### config.mk
export PLATFORM = sky130hd
export DESIGN_NAME = vco_cal_and_output_divider_sync
export DESIGN_NICKNAME = d
export VERILOG_FILES = /design/src/clkdist_pkg.sv /design/src/vco_cal_and_output_divider_sync.sv
export SDC_FILE = /design/constraint.sdc
export NUM_CORES = 1
export LEC_CHECK = 0
export BUFFER_PORTS_ARGS = -buffer_cell sky130_fd_sc_hd__buf_2
export CAP_MARGIN = 40
export CELL_PAD_IN_SITES_DETAIL_PLACEMENT = 1
export CELL_PAD_IN_SITES_GLOBAL_PLACEMENT = 2
export CORE_MARGIN = 4
export CORE_UTILIZATION = 33
export CTS_CLUSTER_SIZE = 30
export DETAILED_ROUTE_END_ITERATION = 10
export PLACE_DENSITY_LB_ADDON = 0.1
export RECOVER_POWER = 50
export SLEW_MARGIN = 5
export SYNTH_ARGS = -nofsm -noshare
export SYNTH_HDL_FRONTEND = slang
export SYNTH_SLANG_ARGS = --single-unit
### constraint.sdc
create_clock -name clk -period 2.4 [get_ports clk]
set_clock_uncertainty 0.15 [all_clocks]
set_input_delay 0.12 -clock clk [delete_from_list [all_inputs] [get_ports clk]]
set_output_delay 0.12 -clock clk [all_outputs]
set_load 0.1 [all_outputs]
### src/clkdist_pkg.sv
// Purpose: shared constants for vco calibration and output divider sync control
// Assumes: byte-wide registers on the serial control port, 16-bit register addresses
// Notes: channel count and calibration length are defaults of top-level parameters
package clkdist_pkg;
  localparam int NUM_CH = 14;
  localparam int LOW_CH = 8;
  // register addresses
  localparam logic [15:0] ADDR_COMMIT = 16'h000f;
  localparam logic [15:0] ADDR_CAL = 16'h0203;
  localparam logic [15:0] ADDR_SYNC = 16'h032a;
  localparam logic [15:0] ADDR_MASK_LO = 16'h032b;
  localparam logic [15:0] ADDR_MASK_HI = 16'h032c;
  localparam logic [15:0] ADDR_PD_LO = 16'h0501;
  localparam logic [15:0] ADDR_PD_HI = 16'h0502;
  localparam logic [15:0] ADDR_LDO_LO = 16'h0503;
  localparam logic [15:0] ADDR_LDO_HI = 16'h0504;
  localparam logic [15:0] ADDR_STATUS = 16'h0509;
  // storage slots of the writable registers
  localparam int REG_COUNT = 8;
  localparam int IDX_CAL = 0;
  localparam int IDX_SYNC = 1;
  localparam int IDX_MASK_LO = 2;
  localparam int IDX_MASK_HI = 3;
  localparam int IDX_PD_LO = 4;
  localparam int IDX_PD_HI = 5;
  localparam int IDX_LDO_LO = 6;
  localparam int IDX_LDO_HI = 7;
  localparam logic [7:0] REG_RESET = 8'h00;
  // field positions
  localparam int BIT_COMMIT = 0;
  localparam int BIT_CAL = 0;
  localparam int BIT_SYNC = 0;
  localparam int BIT_BUSY = 0;
  localparam int BIT_CAL_BAD = 1;
  // channel source select codes
  localparam logic [1:0] SRC_PLL2 = 2'h0;
  localparam logic [1:0] SRC_PLL1 = 2'h1;
  localparam logic [1:0] SRC_SYSREF = 2'h2;
  // calibration feedback divider, length and states
  localparam logic [7:0] CAL_PRESCALE = 8'h04;
  localparam logic [5:0] CAL_B_MIN = 6'h03;
  localparam logic [7:0] CAL_DIV_MIN = 8'h10;
  localparam int CAL_PFD_PERIODS = 400000;
  typedef enum logic [1:0] {
    CAL_IDLE = 2'b00,
    CAL_RUN = 2'b01
  } cal_state_t;
endpackage : clkdist_pkg

### src/vco_cal_and_output_divider_sync.sv
// Purpose: vco calibration sequencing and 14-channel divider, delay and sync control
// Assumes: clk is the vco output divider clock; pfd_tick is a one-cycle strobe per pll2 pfd period
// Notes: register writes are staged and take effect when the commit bit is written
//
// Function
// - calibration starts when the calibrate bit goes 0 to 1; bit never self-clears.
// - read-only in-progress bit is 1 during calibration, clears when it finishes.
// - divider channels held in sync until first calibration, which then syncs them.
// - calibration lasts 400,000 pfd periods; host timeout covers it plus lock time.
// - fourteen channels, each sourced from pll1, pll2 or sysref.
// - coarse delay only through the divider; sysref retimed by divider for sync.
// - output sync synchronously resets every participating channel divider.
// - each divider divides 1 to 256 with duty-cycle correction near 50%.
// - 6-bit coarse offset in half periods, taken only at the next sync.
// - while sync bit is set, outputs not sourced from pll1 are off unless ignore-sync mask bit set.
// - per-channel fine delay enable and 4-bit code, 0000 min, 1111 max.
// - per-channel power-down holds output static; separate regulator power-down.
// - first pll2 lock after reset syncs the dividers once, later locks do not.
// - host sets then clears sync bit; sync happens on the 1-to-0 change.
// - calibration divider is 4 times b plus a; b 3..63, a 0..3, min 16.
`timescale 1ns/1ns
module vco_cal_and_output_divider_sync #(
  parameter int NUM_CH = clkdist_pkg::NUM_CH,
  parameter int CAL_PFD_PERIODS = clkdist_pkg::CAL_PFD_PERIODS
) (
  input wire logic clk,
  input wire logic arst_n,
  input wire logic ce,
  input wire logic reg_wr,
  input wire logic reg_rd,
  input wire logic [15:0] reg_addr,
  input wire logic [7:0] reg_wdata,
  output logic [7:0] reg_rdata,
  input wire logic pfd_tick,
  input wire logic pll2_locked,
  input wire logic pll1_level,
  input wire logic sysref_level,
  input wire logic [NUM_CH-1:0][1:0] ch_source,
  input wire logic [NUM_CH-1:0][7:0] ch_divide,
  input wire logic [NUM_CH-1:0][5:0] ch_coarse,
  input wire logic [NUM_CH-1:0] ch_fine_en,
  input wire logic [NUM_CH-1:0][3:0] ch_fine_code,
  input wire logic [5:0] cal_b_count,
  input wire logic [1:0] cal_a_count,
  output logic [NUM_CH-1:0] output_channel,
  output logic [NUM_CH-1:0] fine_en_out,
  output logic [NUM_CH-1:0][3:0] fine_code_out,
  output logic [NUM_CH-1:0] half_step,
  output logic [NUM_CH-1:0] regulator_pd,
  output logic cal_busy,
  output logic cal_bad,
  output logic [7:0] cal_divider_value
);
  localparam int CW = $clog2(CAL_PFD_PERIODS + 1);
  localparam int HI_CH = NUM_CH - clkdist_pkg::LOW_CH;
  localparam logic [CW-1:0] CAL_LAST = CW'(CAL_PFD_PERIODS - 1);

  // ==========================================================
  // pin synchronisers
  logic [2:0] sync_a;
  logic [2:0] sync_b;
  logic lock_s;
  logic pll1_s;
  logic sysref_s;
  always_ff @(posedge clk or negedge arst_n) begin
    if (!arst_n) begin
      sync_a <= 3'h0;
      sync_b <= 3'h0;
    end else if (ce) begin
      sync_a <= {sysref_level, pll1_level, pll2_locked};
      sync_b <= sync_a;
    end
  end
  assign lock_s = sync_b[0];
  assign pll1_s = sync_b[1];
  assign sysref_s = sync_b[2];

  // ==========================================================
  // register file: staged writes, committed together
  logic [7:0] stage [clkdist_pkg::REG_COUNT];
  logic [7:0] act [clkdist_pkg::REG_COUNT];
  logic [7:0] next_stage [clkdist_pkg::REG_COUNT];
  logic [7:0] next_act [clkdist_pkg::REG_COUNT];
  logic [7:0] next_reg_rdata;
  logic [7:0] status;
  always_comb begin
    next_stage = stage;
    next_act = act;
    next_reg_rdata = reg_rdata;
    if (reg_wr) begin
      case (reg_addr)
        clkdist_pkg::ADDR_COMMIT: begin
          if (reg_wdata[clkdist_pkg::BIT_COMMIT]) next_act = stage;
        end
        clkdist_pkg::ADDR_CAL: next_stage[clkdist_pkg::IDX_CAL] = reg_wdata;
        clkdist_pkg::ADDR_SYNC: next_stage[clkdist_pkg::IDX_SYNC] = reg_wdata;
        clkdist_pkg::ADDR_MASK_LO: next_stage[clkdist_pkg::IDX_MASK_LO] = reg_wdata;
        clkdist_pkg::ADDR_MASK_HI: next_stage[clkdist_pkg::IDX_MASK_HI] = reg_wdata;
        clkdist_pkg::ADDR_PD_LO: next_stage[clkdist_pkg::IDX_PD_LO] = reg_wdata;
        clkdist_pkg::ADDR_PD_HI: next_stage[clkdist_pkg::IDX_PD_HI] = reg_wdata;
        clkdist_pkg::ADDR_LDO_LO: next_stage[clkdist_pkg::IDX_LDO_LO] = reg_wdata;
        clkdist_pkg::ADDR_LDO_HI: next_stage[clkdist_pkg::IDX_LDO_HI] = reg_wdata;
        default: ;
      endcase
    end
    if (reg_rd) begin
      case (reg_addr)
        clkdist_pkg::ADDR_CAL: next_reg_rdata = stage[clkdist_pkg::IDX_CAL];
        clkdist_pkg::ADDR_SYNC: next_reg_rdata = stage[clkdist_pkg::IDX_SYNC];
        clkdist_pkg::ADDR_MASK_LO: next_reg_rdata = stage[clkdist_pkg::IDX_MASK_LO];
        clkdist_pkg::ADDR_MASK_HI: next_reg_rdata = stage[clkdist_pkg::IDX_MASK_HI];
        clkdist_pkg::ADDR_PD_LO: next_reg_rdata = stage[clkdist_pkg::IDX_PD_LO];
        clkdist_pkg::ADDR_PD_HI: next_reg_rdata = stage[clkdist_pkg::IDX_PD_HI];
        clkdist_pkg::ADDR_LDO_LO: next_reg_rdata = stage[clkdist_pkg::IDX_LDO_LO];
        clkdist_pkg::ADDR_LDO_HI: next_reg_rdata = stage[clkdist_pkg::IDX_LDO_HI];
        clkdist_pkg::ADDR_STATUS: next_reg_rdata = status;
        default: next_reg_rdata = 8'h00;
      endcase
    end
  end
  always_ff @(posedge clk or negedge arst_n) begin
    if (!arst_n) begin
      for (int k = 0; k < clkdist_pkg::REG_COUNT; k++) begin
        stage[k] <= clkdist_pkg::REG_RESET;
        act[k] <= clkdist_pkg::REG_RESET;
      end
      reg_rdata <= 8'h00;
    end else if (ce) begin
      stage <= next_stage;
      act <= next_act;
      reg_rdata <= next_reg_rdata;
    end
  end

  logic [NUM_CH-1:0] ignore_mask;
  logic [NUM_CH-1:0] pd_mask;
  logic [NUM_CH-1:0] ldo_mask;
  assign ignore_mask = {act[clkdist_pkg::IDX_MASK_HI][HI_CH-1:0], act[clkdist_pkg::IDX_MASK_LO]};
  assign pd_mask = {act[clkdist_pkg::IDX_PD_HI][HI_CH-1:0], act[clkdist_pkg::IDX_PD_LO]};
  assign ldo_mask = {act[clkdist_pkg::IDX_LDO_HI][HI_CH-1:0], act[clkdist_pkg::IDX_LDO_LO]};
  assign status = {6'h00, cal_bad, cal_busy};

  // ==========================================================
  // vco calibration sequencer
  clkdist_pkg::cal_state_t cal_state;
  clkdist_pkg::cal_state_t next_cal_state;
  logic [CW-1:0] cal_cnt;
  logic [CW-1:0] next_cal_cnt;
  logic cal_prev;
  logic cal_seen;
  logic cal_auto;
  logic next_cal_seen;
  logic next_cal_auto;
  logic next_cal_busy;
  logic next_cal_bad;
  logic [7:0] next_cal_divider_value;
  logic cal_level;
  assign cal_level = act[clkdist_pkg::IDX_CAL][clkdist_pkg::BIT_CAL];
  always_comb begin
    next_cal_state = cal_state;
    next_cal_cnt = cal_cnt;
    next_cal_seen = cal_seen;
    next_cal_auto = 1'b0;
    next_cal_busy = cal_busy;
    next_cal_divider_value = (clkdist_pkg::CAL_PRESCALE * {2'h0, cal_b_count}) + {6'h00, cal_a_count};
    next_cal_bad = (cal_b_count < clkdist_pkg::CAL_B_MIN) ||
                   (next_cal_divider_value < clkdist_pkg::CAL_DIV_MIN);
    case (cal_state)
      clkdist_pkg::CAL_IDLE: begin
        if (cal_level && !cal_prev) begin
          next_cal_state = clkdist_pkg::CAL_RUN;
          next_cal_cnt = '0;
          next_cal_busy = 1'b1;
        end
      end
      clkdist_pkg::CAL_RUN: begin
        if (pfd_tick) begin
          if (cal_cnt == CAL_LAST) begin
            next_cal_state = clkdist_pkg::CAL_IDLE;
            next_cal_busy = 1'b0;
            next_cal_seen = 1'b1;
            next_cal_auto = !cal_seen;
          end else begin
            next_cal_cnt = cal_cnt + 1'b1;
          end
        end
      end
      default: begin
        next_cal_state = clkdist_pkg::CAL_IDLE;
        next_cal_busy = 1'b0;
      end
    endcase
  end
  always_ff @(posedge clk or negedge arst_n) begin
    if (!arst_n) begin
      cal_state <= clkdist_pkg::CAL_IDLE;
      cal_cnt <= '0;
      cal_prev <= 1'b0;
      cal_seen <= 1'b0;
      cal_auto <= 1'b0;
      cal_busy <= 1'b0;
      cal_bad <= 1'b0;
      cal_divider_value <= 8'h00;
    end else if (ce) begin
      cal_state <= next_cal_state;
      cal_cnt <= next_cal_cnt;
      cal_prev <= cal_level;
      cal_seen <= next_cal_seen;
      cal_auto <= next_cal_auto;
      cal_busy <= next_cal_busy;
      cal_bad <= next_cal_bad;
      cal_divider_value <= next_cal_divider_value;
    end
  end

  // ==========================================================
  // sync events
  logic sync_prev;
  logic lock_seen;
  logic sync_level;
  logic cmd_fall;
  logic lock_first;
  logic auto_evt;
  assign sync_level = act[clkdist_pkg::IDX_SYNC][clkdist_pkg::BIT_SYNC];
  assign cmd_fall = sync_prev && !sync_level;
  assign lock_first = lock_s && !lock_seen;
  assign auto_evt = cal_auto || lock_first;
  always_ff @(posedge clk or negedge arst_n) begin
    if (!arst_n) begin
      sync_prev <= 1'b0;
      lock_seen <= 1'b0;
    end else if (ce) begin
      sync_prev <= sync_level;
      lock_seen <= lock_seen || lock_s;
    end
  end

  // ==========================================================
  // channel dividers
  for (genvar i = 0; i < NUM_CH; i++) begin : g_ch
    logic [7:0] cnt;
    logic [4:0] dly;
    logic run;
    logic srq;
    logic next_out;
    logic [7:0] next_cnt;
    logic [4:0] next_dly;
    logic next_run;
    logic next_half;
    logic next_srq;
    logic hold;
    logic part;
    logic [8:0] hi_len;
    logic div_hi;
    assign hold = (sync_level && !ignore_mask[i]) || !cal_seen;
    assign part = !ignore_mask[i] || auto_evt;
    assign hi_len = ({1'b0, ch_divide[i]} + 9'h002) >> 1;
    assign div_hi = run && ({1'b0, cnt} < hi_len);
    always_comb begin
      next_cnt = cnt;
      next_dly = dly;
      next_run = run;
      next_half = half_step[i];
      next_srq = srq;
      if (hold) begin
        next_cnt = 8'h00;
        next_run = 1'b0;
      end else if ((cmd_fall || auto_evt) && part) begin
        next_cnt = 8'h00;
        next_dly = ch_coarse[i][5:1];
        next_half = ch_coarse[i][0];
        next_run = (ch_coarse[i][5:1] == 5'h00);
      end else if (!run) begin
        // the last delay cycle starts the counter, so a delay of d costs d cycles
        if (dly <= 5'h01) begin
          next_run = 1'b1;
          next_dly = 5'h00;
        end else begin
          next_dly = dly - 5'h01;
        end
      end else begin
        next_cnt = (cnt == ch_divide[i]) ? 8'h00 : cnt + 8'h01;
      end
      if (run && cnt == 8'h00) next_srq = sysref_s;
      if (pd_mask[i] || ldo_mask[i]) begin
        next_out = 1'b0;
      end else if (ch_source[i] == clkdist_pkg::SRC_PLL1) begin
        next_out = pll1_s;
      end else if (hold) begin
        next_out = 1'b0;
      end else if (ch_source[i] == clkdist_pkg::SRC_SYSREF) begin
        next_out = srq;
      end else begin
        next_out = div_hi;
      end
    end
    always_ff @(posedge clk or negedge arst_n) begin
      if (!arst_n) begin
        cnt <= 8'h00;
        dly <= 5'h00;
        run <= 1'b0;
        srq <= 1'b0;
        half_step[i] <= 1'b0;
        output_channel[i] <= 1'b0;
        fine_en_out[i] <= 1'b0;
        fine_code_out[i] <= 4'h0;
        regulator_pd[i] <= 1'b0;
      end else if (ce) begin
        cnt <= next_cnt;
        dly <= next_dly;
        run <= next_run;
        srq <= next_srq;
        half_step[i] <= next_half;
        output_channel[i] <= next_out;
        fine_en_out[i] <= ch_fine_en[i];
        fine_code_out[i] <= ch_fine_code[i];
        regulator_pd[i] <= ldo_mask[i];
      end
    end
  end
endmodule : vco_cal_and_output_divider_sync

==> impl_metrics.py <==
metrics = {
    "status": {
        "status": "complete, but fails checks",
        "violations": "capacitance limit, slew limit",
    },
    "routing": {
        "wl_per_cell_um": 20.71,
        "detail_route.vias_per_cell": 5.272,
        "dr.pass1.iters": 7,
        "ant_nets": 0,
        "routed_wl_um": 103400,
        "drc_errors": 0,
        "drt_iter0_drc": 1067,
        "vias": 26310,
    },
    "global_route": {
        "grt_pass1_vias": 28890,
        "grt_pass1_wl_um": 161900,
        "grtUsageMet2_pct": 39.16,
        "grt.busiest_layer": "met2",
        "grt_max_degree": 84,
        "antenna_found_initial": 14,
        "grt_util_met3_pct": 4.129,
        "grt.total_usage_pct": 22.04,
        "grt_overflow": 0,
        "gr-usage-met1_pct": 26.92,
    },
    "synthesis": {
        "synth_area_mm2": 0.02871,
        "yosysTopAreaCellShare_pct": 41.66,
        "synth.avg_cell_area_um2": 9.894,
        "synth_nets": 3406,
        "synth_warnings": 0,
        "synth_top_area_cell": "dfrtp_1",
        "synth_area_leaders": "dfrtp_1 (42%), mux2_2 (9.1%), ha_1 (7.4%), o21ai_0 (5.1%), xnor2_1 (4.6%)",
        "ys_seq_elements": 478,
        "synth_edf_count": 0,
        "synthFlopType": "dfrtp_1",
        "yosysSeqAreaShare_pct": 41.66,
        "synth.distinct_cells": 73,
        "async_reset_ff_share_pct": 100.0,
        "syn_inst": 2902,
    },
    "placement": {
        "place_area_mm2": 0.03376,
        "hpwl_um": 77000,
        "placedCellCount": 4624,
        "place_congestion": 0.8403,
        "portBuffers": 464,
    },
    "timing": {
        "relSlewSlack_pct": -5.266,
        "slew_viol_final": 16,
        "finalHoldViolCount": 0,
        "min_period_ns": 2.275,
        "fmax_ghz": 0.4396,
        "setup_tns_ns": 0,
        "rsz0062_at_grt": "no",
        "finalSetupViolations": 0,
        "worst_pin_slew_ns": 1.579,
        "fin_crit_sh_pct": 94.78,
    },
    "cts": {
        "root_buffer": "clkbuf_16",
        "clkLatencyLatePin_ns": 0.63,
        "cts_buffers": 61,
        "cts_tree": "done",
        "clockBufferDepth": 3,
        "htreeDepth": 2,
        "clk_pin_slew_worst_paths_ns": 0.06,
        "cts.sinks": 478,
    },
    "power": {
        "irDropWorstVdd_uv": 448.8,
        "power.density_mw_per_mm2": 573.0,
        "power_leakage_nw": 17.25,
        "finalPower_mw": 21.97,
    },
    "layout": {
        "nets": 4287,
        "ff_latch_area_mm2": 0.01196,
        "post-route-util_pct": 44.74,
        "multi_input_area_mm2": 0.01619,
        "instances_no_fill": 4991,
        "nFillCells": 9775,
        "area_growth_pct": 33.51,
        "drive_gt1_share_pct": 26.66,
        "finalInstanceArea_mm2": 0.03833,
    },
    "floorplanning": {
        "fp.coreArea_mm2": 0.08568,
        "dieHeight_um": 303.0,
        "initial_core_util_pct": 33.51,
        "io_pins": 465,
        "die_w_um": 303.0,
        "die_area_mm2": 0.09179,
        "rows": 107,
    },
    "run": {
        "drv_cap": 1,
    },
    "critical_path": {
        "endpoint_kind": "flip-flop",
        "critical_path_arrival_ns": 2.66,
        "critPathMaxFanout": 8,
        "cp.required_ns": 2.78,
        "crit_type": "reg -> reg",
        "start_kind": "flip-flop",
    },
    "worst_hold_path": {
        "min_path_type": "in -> reg",
    },
}
-- synth_stat cells, types with 9 or more instances --
cell type  instances
a32o_1            20
nand3_1          162
inv_1            105
o31ai_1           42
mux2_2           231
nor4_1            19
a21oi_1           68
a22o_1            38
or2_1             11
or4_1             15
or3_1             13
o21ai_0          291
nor2_1           197
clkbuf_1          47
buf_1              9
nor3_2             9
o211ai_1          22
nand2_1          209
dfrtp_1          478
o21a_1            63
mux2i_1           28
xor2_1            47
or2_2              9
nor2b_1           30
a211oi_1          23
nor3b_1           13
nand4_1           39
a31oi_1           20
nand2b_1          44
nor4b_1           15
nand4b_1          14
xnor2_1          150
a2111oi_0         14
nor3_1            45
ha_1             169
and3_1            55
and2_1            13
nand3b_1          15
-- logic make-up (layout without fill, tap and decap cells) --
family | Yosys count | in the layout | synth area share (%)
other cells | 0 | 14 | 0
flops | 478 | 478 | 41.66
mux | 269 | 269 | 10.53
fa+ha+maj | 169 | 169 | 7.364
buf+inv | 173 | 1104 | 2.371
compound gates | 671 | 671 | 15.01
xor+xnor | 197 | 197 | 6.009
simple gates | 945 | 945 | 17.05
-- critical path: stages, from the launching register on --
cell      delay [ns]
dfrtp_1         0.44
nor2b_1         0.16
buf_4           0.18
a211oi_4        0.31
buf_4           0.19
o211ai_1        0.12
or2_2           0.39
o31ai_2         0.25
-- per-layer routing --
| layer | vias to the layer above | part of all wire (%) |
|---|---|---|
| met3 | 174 | 4.3 |
| met1 | 13280 | 42 |
| met5 | - | 0.033 |
| met4 | 6 | 3.3 |
| met2 | 439 | 51 |
| li1 | 12420 | - |
-- cells in the final DEF, fill, tap and decap left out, types with 38 or more instances in the layout --
cell / instances
inv_1: 105
o31ai_1: 41
nand3_1: 162
buf_2: 430
nand2b_1: 44
o21ai_0: 290
nor2_1: 196
o21a_1: 61
nor3_1: 45
dfrtp_1: 476
nand4_1: 39
a21oi_1: 66
dlygate4sd3_1: 237
nand2_1: 209
and3_1: 55
buf_4: 159
xnor2_1: 150
a22o_1: 38
xor2_1: 47
clkbuf_16: 61
mux2_2: 229
ha_1: 169
-- per-stage QoR --
step | hold WS, ns | setup WS, ns
6_report | 0.06303 | 0.1253
4_1_cts | 0.0001290 | 0.03718
3_5_place_dp | 0.01505 | -0.06754
2_1_floorplan | -0.3256 | 0.06476
5_1_grt | 0.06287 | 0.004708
3_3_place_gp | 0.01640 | -0.07378
-- report_power, final --
group | total [mW] | internal, mW | switching (mW)
logic | 3.46 | 1.12 | 2.34
clock network | 9.99 | 6.07 | 3.92
registers | 8.51 | 8.30 | 0.213
total | 22.0 | 15.5 | 6.48
-- area by class of cell --
| cell class | count | share of cell area (%) |
|---|---|---|
| Antenna cell | 14 | 0.09139 |
| Sequential cell | 478 | 31.21 |
| Timing Repair Buffer | 886 | 16.10 |
| Tap cell | 1144 | 3.734 |
| Clock buffer | 80 | 4.351 |
| Clock inverter | 33 | 1.247 |
| Multi-Input combinational cell | 2251 | 42.24 |
| Inverter | 105 | 1.028 |
-- registers in the layout, summed over array words and instances, names as in the netlist --
signal / count
act: 44
cal_auto: 1
cal_bad: 1
cal_busy: 1
cal_cnt: 19
cal_divider_value: 8
cal_prev: 1
cal_seen: 1
fine_code_out: 56
fine_en_out: 14
g_ch.cnt: 112
g_ch.dly: 70
g_ch.run: 14
g_ch.srq: 14
half_step: 14
lock_seen: 1
output_channel: 14
reg_rdata: 8
regulator_pd: 14
stage: 64
sync_a: 3
sync_b: 3
sync_prev: 1
-- path summary, 6_finish.rpt --
path | startpoint | endpoint | slack (ns) | depth (start not counted)
min in group asynchronous | arst_n | g_ch[10].cnt[2] | 0.72 | 3
worst max register to register | sync_prev | g_ch[13].cnt[6] | 0.13 | 7
worst max-delay path | sync_prev | g_ch[13].cnt[6] | 0.13 | 7
worst min register to register | fine_code_out[18] | fine_code_out[18] | 0.35 | 1
max in group asynchronous | arst_n | g_ch[4].dly[4] | 0.24 | 4
worst min-delay path | reg_addr[0] | reg_rdata[1] | 0.06 | 5
-- what timing repair did --
item / in CTS / in global routing
setup endpoints to repair: 1 / 36
endpoints found under the hold margin: 775 / 0
buffers inserted: 0 / 3
pin swaps: 0 / 1
gates resized for setup: 1 / 24
hold buffers: 237 / 0
(Power assumes the default switching activity.)
